`src/rtl/sabse_params.svh`:
```
`ifndef SABSE_PARAMS_SVH
`define SABSE_PARAMS_SVH

// data path and storage
`define SABSE_DATA_W 8
`define SABSE_NIB_W 4
`define SABSE_ADDR_W 7
`define SABSE_FILE_DEPTH 128
`define SABSE_BIT_W 3
`define SABSE_LIT_W 9
`define SABSE_PC_W 15

// field positions
`define SABSE_MSB 7
`define SABSE_LSB 0

// reset values
`define SABSE_W_RST 8'h00
`define SABSE_FILE_RST 8'h00
`define SABSE_PC_RST 15'h0000
`define SABSE_FLAG_RST 1'b0

// program counter steps
`define SABSE_PC_STEP 15'h0001
`define SABSE_PC_SKIP 15'h0002

`endif

```
`src/rtl/sabse_pkg.sv`:
```
package sabse_pkg;

    typedef enum logic [2:0] {
        op_nop,
        arith_shift_right_file,
        add_with_carry_to_file,
        bit_clear_file,
        bit_test_skip_if_clear,
        bit_test_skip_if_set,
        pc_relative_jump
    } sabse_op_e;

    typedef logic [7:0] sabse_byte_t;

endpackage

```
`src/rtl/sabse_core.sv`:
```
`timescale 1ns/10ps
`include "sabse_params.svh"

module sabse_core (
    // clock and reset
    input wire logic clk,
    input wire logic rstn,
    // instruction issue
    input wire logic instr_valid,
    input wire sabse_pkg::sabse_op_e instr_op,
    input wire logic [`SABSE_ADDR_W-1:0] file_addr,
    input wire logic [`SABSE_BIT_W-1:0] bit_idx,
    input wire logic dest_sel,
    input wire logic [`SABSE_LIT_W-1:0] jump_lit,
    output logic instr_ready,
    output logic nop_cycle,
    // preload of accumulator and file registers
    input wire logic w_load_valid,
    input wire logic [`SABSE_DATA_W-1:0] w_load_data,
    input wire logic file_load_valid,
    input wire logic [`SABSE_ADDR_W-1:0] file_load_addr,
    input wire logic [`SABSE_DATA_W-1:0] file_load_data,
    // file register observation
    input wire logic [`SABSE_ADDR_W-1:0] file_rd_addr,
    output logic [`SABSE_DATA_W-1:0] file_rd_data,
    // architectural state
    output logic [`SABSE_DATA_W-1:0] w_out,
    output logic carry_flag,
    output logic nibble_overflow_flag,
    output logic zero_flag,
    output logic [`SABSE_PC_W-1:0] pc
);

    logic [`SABSE_DATA_W-1:0] file_mem [`SABSE_FILE_DEPTH];
    logic accept;
    logic [`SABSE_DATA_W-1:0] src;
    logic tested_bit;
    logic [`SABSE_DATA_W:0] sum9;
    logic [`SABSE_NIB_W:0] nib_sum;
    logic [`SABSE_DATA_W-1:0] next_result;
    logic [`SABSE_DATA_W-1:0] next_file;
    logic file_we_instr;
    logic skip_taken;
    logic two_cycle;
    logic [`SABSE_PC_W-1:0] lit_ext;
    logic [`SABSE_PC_W-1:0] next_pc;

    // shift and add choose their destination, the others never write the accumulator
    function automatic logic has_dest(input sabse_pkg::sabse_op_e op);
        has_dest = (op == sabse_pkg::arith_shift_right_file) ||
                   (op == sabse_pkg::add_with_carry_to_file);
    endfunction

    function automatic logic is_skip(input sabse_pkg::sabse_op_e op);
        is_skip = (op == sabse_pkg::bit_test_skip_if_clear) ||
                  (op == sabse_pkg::bit_test_skip_if_set);
    endfunction

    // issue is ignored during the substituted nop cycle
    assign accept = instr_valid && instr_ready;
    assign src = file_mem[file_addr];
    assign tested_bit = src[bit_idx];
    assign sum9 = {1'b0, w_out} + {1'b0, src} + {8'h00, carry_flag};
    assign nib_sum = {1'b0, w_out[`SABSE_NIB_W-1:0]} + {1'b0, src[`SABSE_NIB_W-1:0]}
                   + {4'h0, carry_flag};
    assign lit_ext = {{(`SABSE_PC_W-`SABSE_LIT_W){jump_lit[`SABSE_LIT_W-1]}}, jump_lit};

    always_comb begin
        next_result = `SABSE_W_RST;
        next_file = src;
        case (instr_op)
            sabse_pkg::arith_shift_right_file: begin
                next_result = {src[`SABSE_MSB], src[`SABSE_MSB:1]};
                next_file = next_result;
            end
            sabse_pkg::add_with_carry_to_file: begin
                next_result = sum9[`SABSE_DATA_W-1:0];
                next_file = next_result;
            end
            sabse_pkg::bit_clear_file: begin
                next_file = src & ~(8'h01 << bit_idx);
            end
            default: begin
                next_result = `SABSE_W_RST;
                next_file = src;
            end
        endcase
    end

    // skip on a cleared bit for one test, on a set bit for the other
    always_comb begin
        case (instr_op)
            sabse_pkg::bit_test_skip_if_clear: skip_taken = !tested_bit;
            sabse_pkg::bit_test_skip_if_set: skip_taken = tested_bit;
            default: skip_taken = 1'b0;
        endcase
    end

    assign two_cycle = skip_taken || (instr_op == sabse_pkg::pc_relative_jump);
    assign file_we_instr = accept && ((instr_op == sabse_pkg::bit_clear_file) ||
                                      (has_dest(instr_op) && dest_sel));

    always_comb begin
        next_pc = pc + `SABSE_PC_STEP;
        if (instr_op == sabse_pkg::pc_relative_jump) begin
            next_pc = pc + `SABSE_PC_STEP + lit_ext;
        end else if (skip_taken) begin
            // the discarded word sits at pc+1, so fetch resumes one further on
            next_pc = pc + `SABSE_PC_SKIP;
        end
    end

    // file registers; an instruction write beats a preload to the same entry
    for (genvar i = 0; i < `SABSE_FILE_DEPTH; i++) begin : g_file
        always_ff @(posedge clk or negedge rstn) begin
            if (!rstn) begin
                file_mem[i] <= `SABSE_FILE_RST;
            end else if (file_we_instr && (file_addr == `SABSE_ADDR_W'(i))) begin
                file_mem[i] <= next_file;
            end else if (file_load_valid && (file_load_addr == `SABSE_ADDR_W'(i))) begin
                file_mem[i] <= file_load_data;
            end
        end
    end

    always_ff @(posedge clk or negedge rstn) begin
        if (!rstn) begin
            file_rd_data <= `SABSE_FILE_RST;
        end else begin
            file_rd_data <= file_mem[file_rd_addr];
        end
    end

    always_ff @(posedge clk or negedge rstn) begin
        if (!rstn) begin
            w_out <= `SABSE_W_RST;
        end else if (accept && has_dest(instr_op) && !dest_sel) begin
            w_out <= next_result;
        end else if (w_load_valid) begin
            w_out <= w_load_data;
        end
    end

    always_ff @(posedge clk or negedge rstn) begin
        if (!rstn) begin
            carry_flag <= `SABSE_FLAG_RST;
            nibble_overflow_flag <= `SABSE_FLAG_RST;
            zero_flag <= `SABSE_FLAG_RST;
        end else if (accept && (instr_op == sabse_pkg::arith_shift_right_file)) begin
            carry_flag <= src[`SABSE_LSB];
            zero_flag <= (next_result == 8'h00);
        end else if (accept && (instr_op == sabse_pkg::add_with_carry_to_file)) begin
            carry_flag <= sum9[`SABSE_DATA_W];
            nibble_overflow_flag <= nib_sum[`SABSE_NIB_W];
            zero_flag <= (next_result == 8'h00);
        end
    end

    always_ff @(posedge clk or negedge rstn) begin
        if (!rstn) begin
            pc <= `SABSE_PC_RST;
        end else if (accept) begin
            pc <= next_pc;
        end
    end

    // the second cycle executes as a nop; no new instruction is taken in it
    always_ff @(posedge clk or negedge rstn) begin
        if (!rstn) begin
            instr_ready <= 1'b1;
            nop_cycle <= 1'b0;
        end else if (accept && two_cycle) begin
            instr_ready <= 1'b0;
            nop_cycle <= 1'b1;
        end else begin
            instr_ready <= 1'b1;
            nop_cycle <= 1'b0;
        end
    end

    function automatic logic is_op(input sabse_pkg::sabse_op_e op,
                                   input sabse_pkg::sabse_op_e want);
        is_op = (op == want);
    endfunction
endmodule

```
`config.mk`:
```
export PLATFORM = sky130hd
export DESIGN_NAME = sabse_core
export DESIGN_NICKNAME = d
export VERILOG_FILES = /design/src/rtl/sabse_pkg.sv /design/src/rtl/sabse_core.sv
export VERILOG_INCLUDE_DIRS = /design/src /design/src/rtl
export SDC_FILE = /design/constraint.sdc
export NUM_CORES = 2
export LEC_CHECK = 0
export BUFFER_PORTS_ARGS = -buffer_cell sky130_fd_sc_hd__buf_2
export CORE_UTILIZATION = 40
export CTS_CLUSTER_SIZE = 10
export DETAILED_ROUTE_END_ITERATION = 16
export PLACE_DENSITY = 0.63
export SYNTH_ARGS = -nofsm -noshare
export SYNTH_HDL_FRONTEND = slang
export SYNTH_SLANG_ARGS = --single-unit
```
`constraint.sdc`:
```
create_clock -name clk -period 4.9 [get_ports clk]
set_input_delay 0 -clock clk [delete_from_list [all_inputs] [get_ports clk]]
set_output_delay 0 -clock clk [all_outputs]
set_load 0.05 [all_outputs]
```
==> impl_metrics.tcl <==
set metrics [dict create \
    clk_pin_slew_ns 0.06 \
    pwr-share-clk_pct 35.9 \
    pin_count 94 \
    wl_per_cell_um 30.7 \
    initial_utilization_pct 40.3 \
    required_ns 5.54 \
    cts_buffer_depth 3 \
    ys.flop_type "dfrtp_1" \
    drv_cap 0 \
    reg2reg_setup_slack_ns 0.1 \
    r2r_start "file_mem[856]" \
    final-seq-area_mm2 0.0265 \
    whs_endpoint "pc[7]" \
    ys_ff_latch 1060 \
    seqPwrFrac_pct 40.9 \
    synthTopCellsByCount "1,156 x nand2_1, 1,081 x mux2i_1, 1,059 x dfrtp_1" \
    dr.pass1.iters 6 \
    syn_to_final_growth_pct 14.9 \
    switchingPower_mw 8.26 \
    clk_latency_ns 0.80 \
    tightest_slew_ns 1.33 \
    synth-edff-count 0 \
    synth_largest_area_cell "dfrtp_1" \
    hold_class "input port to register" \
    finalNetCount 6560 \
    port_buffers 93 \
    finalNonFillerCells 8746 \
    synth_cell_types 76 \
    grt_pass1_wl_um 390000 \
    die-area_mm2 0.170 \
    cts_root_buffer "clkbuf_16" \
    end_kind "register" \
    htree_levels 4 \
    criticalPathCategory "register to register" \
    rows 150 \
    synth_cells 6296 \
    reg2regPathDepth 23 \
    yosys_warnings 0 \
    synth_area_leaders "dfrtp_1 39%, mux4_2 19%, mux2i_1 16%" \
    skew_ns 0.0506 \
    hp-start "jump_lit[6]" \
    fill_cells 15200 \
    crit_start "file_mem[856]" \
    switching_share_pct 32.3 \
    p_per_area_mw_per_mm2 331 \
    track_usage_pct 31.3 \
    fmax_mhz 208 \
    hold_viol_final 0 \
    num_vias 56300 \
    r2r_end "file_mem[566]" \
    avgSynthCellArea_um2 10.7 \
    finalSetupTns_ns 0 \
    dieWidth_um 412 \
    combPwrFrac_pct 23.2 \
    peakVddDrop_v 0.000221 \
    layout-drive-gt1-share_pct 20.8 \
    power.leakage_nw 31.3 \
    critPathLaunchType "register" \
    timing.hold.ws_ns 0.0431 \
    yosysTopAreaCellShare_pct 39.4 \
    holdPathStages 6 \
    period_minus_slack_ns 4.80 \
    dpl_worst_slack_ns -0.123 \
    status "completed" \
    grt_max_degree 149 \
    multiInputGateArea_mm2 0.0384 \
    fin_ws_ns 0.0960 \
    relSlewSlack_pct 11.3 \
    cts_buffers 130 \
    clock-sinks 1060 \
    drc 0 \
    grt_pass1_vias 53900 \
    finalSetupViolations 0 \
    postRouteAntennaNets 0 \
    worstPathMaxFanout 11 \
    die_h_um 412 \
    drv_slew 0 \
    dp_hpwl_um 182000 \
    placed_cells 8492 \
    place.gp.congestion 1.01 \
    period_share_pct 98.0 \
    netlist_area_mm2 0.0672 \
    async_reset_ff_share_pct 100 \
    arrival_ns 5.44 \
    drtIter0Drc 8572 \
    ys_seq_area_share_pct 39.5 \
    cts_tree "yes" \
    totalWireLength_um 268000 \
    via_per_inst 6.44 \
    grt_remaining_overflow 0 \
    p_int_mw 17.3 \
    yosysMostFrequentCell "nand2_1" \
    antenna_found_initial 21 \
    core_mm2 0.167 \
    syn_nets 6380 \
]
-- cell usage in the layout (no fill, tap or decap), types with 21 or more instances in the layout --
cell / count
nand2_1: 1152
mux2i_1: 1078
dfrtp_1: 1059
o21ai_0: 1043
mux4_2: 579
buf_4: 407
nor2_1: 276
clkbuf_16: 136
buf_2: 77
buf_12: 73
a21oi_1: 70
a22oi_1: 63
dlygate4sd3_1: 51
clkbuf_1: 29
a22o_1: 23
ha_1: 23
nor3_1: 21
-- worst max-delay path, stage by stage, from the launching register on --
cell and delay [ns]:
dfrtp_1 0.42, mux4_2 0.48, mux2i_2 0.24, o22ai_1 0.17, nor4_2 0.30, buf_4 0.18, buf_4 0.10, nand2_1 0.06
and3_4 0.20, fa_1 0.40, inv_1 0.10, fa_1 0.20, inv_1 0.05, a21oi_1 0.14, o21bai_1 0.10, a21oi_1 0.16
o21bai_1 0.11, xor2_1 0.16, a22oi_1 0.32, nand2_4 0.18, buf_12 0.21, buf_4 0.19, nand2_1 0.06, o21ai_0 0.09
-- how the worst max path moves through the flow --
stage                         end  cells after the start
floorplan           file_mem[391]                     23
global placement    file_mem[694]                     26
detailed placement  file_mem[566]                     21
CTS                 file_mem[566]                     22
global route        file_mem[135]                     24
finish              file_mem[566]                     23
-- power groups by stage --
stage	Combinational [mW]	Clock (mW)	Sequential (mW)
after global routing	6.22	9.59	10.6
after CTS	5.75	9.27	10.4
after detailed placement	5.65	0	10.6
after floorplan	3.26	0	10.6
after global placement	5.55	0	10.5
final	5.94	9.20	10.5
-- layout make-up --
| type | count | area share, % |
|---|---|---|
| multi-input cells | 4644 | 49.8 |
| clock buffers | 176 | 4.73 |
| diodes | 7 | 0.0227 |
| well taps | 2204 | 3.57 |
| clock inverters | 15 | 0.241 |
| repair buffers | 620 | 7.26 |
| flip-flops and latches | 1060 | 34.3 |
| inverters | 20 | 0.0972 |
-- metrics by stage --
step | power (mW) | utilization [%] | cell area, um2
floorplan | 13.8 | - | 67200
global placement | 16.1 | 43.6 | 72800
detailed placement | 16.2 | 43.6 | 72800
CTS | 25.5 | 46.2 | 77100
global route | 26.4 | 46.3 | 77300
finish | 25.6 | 46.3 | 77300
-- sequential cells by signal, summed over array words and instances (netlist names) --
| signal | cells |
|---|---|
| carry_flag | 1 |
| nop_cycle | 1 |
| nibble_overflow_flag | 1 |
| instr_ready | 1 |
| zero_flag | 1 |
| w_out | 8 |
| file_mem | 1024 |
| pc | 15 |
| file_rd_data | 8 |
-- routing by layer --
metal / vias up / GRT usage, % / part of all wire (%)
met5: - / 0.622 / 0.11
met2: 3826 / 44.4 / 42
met1: 28300 / 42.3 / 38
met4: 26 / 14.8 / 5.3
met3: 696 / 11.3 / 14
li1: 23500 / - / -
-- cell families after synthesis --
family | count (synthesis) | share of synthesized area [%]
simple gates | 1583 | 9.40
mux | 1674 | 35.7
buf+inv | 592 | 3.58
compound gates | 1327 | 10.9
fa+ha+maj | 26 | 0.517
xor+xnor | 34 | 0.443
flops | 1060 | 39.5
-- what timing repair did --
item | 4_1_cts | 5_1_grt
hold buffers | 52 | 0
buffers inserted | 0 | 3
endpoints found under the setup margin | 197 | 526
gates cloned | 0 | 1
pin swaps | 0 | 2
hold endpoints to repair | 621 | 0
gates resized for setup | 2 | 11
Power figures use the tool's default switching activity.
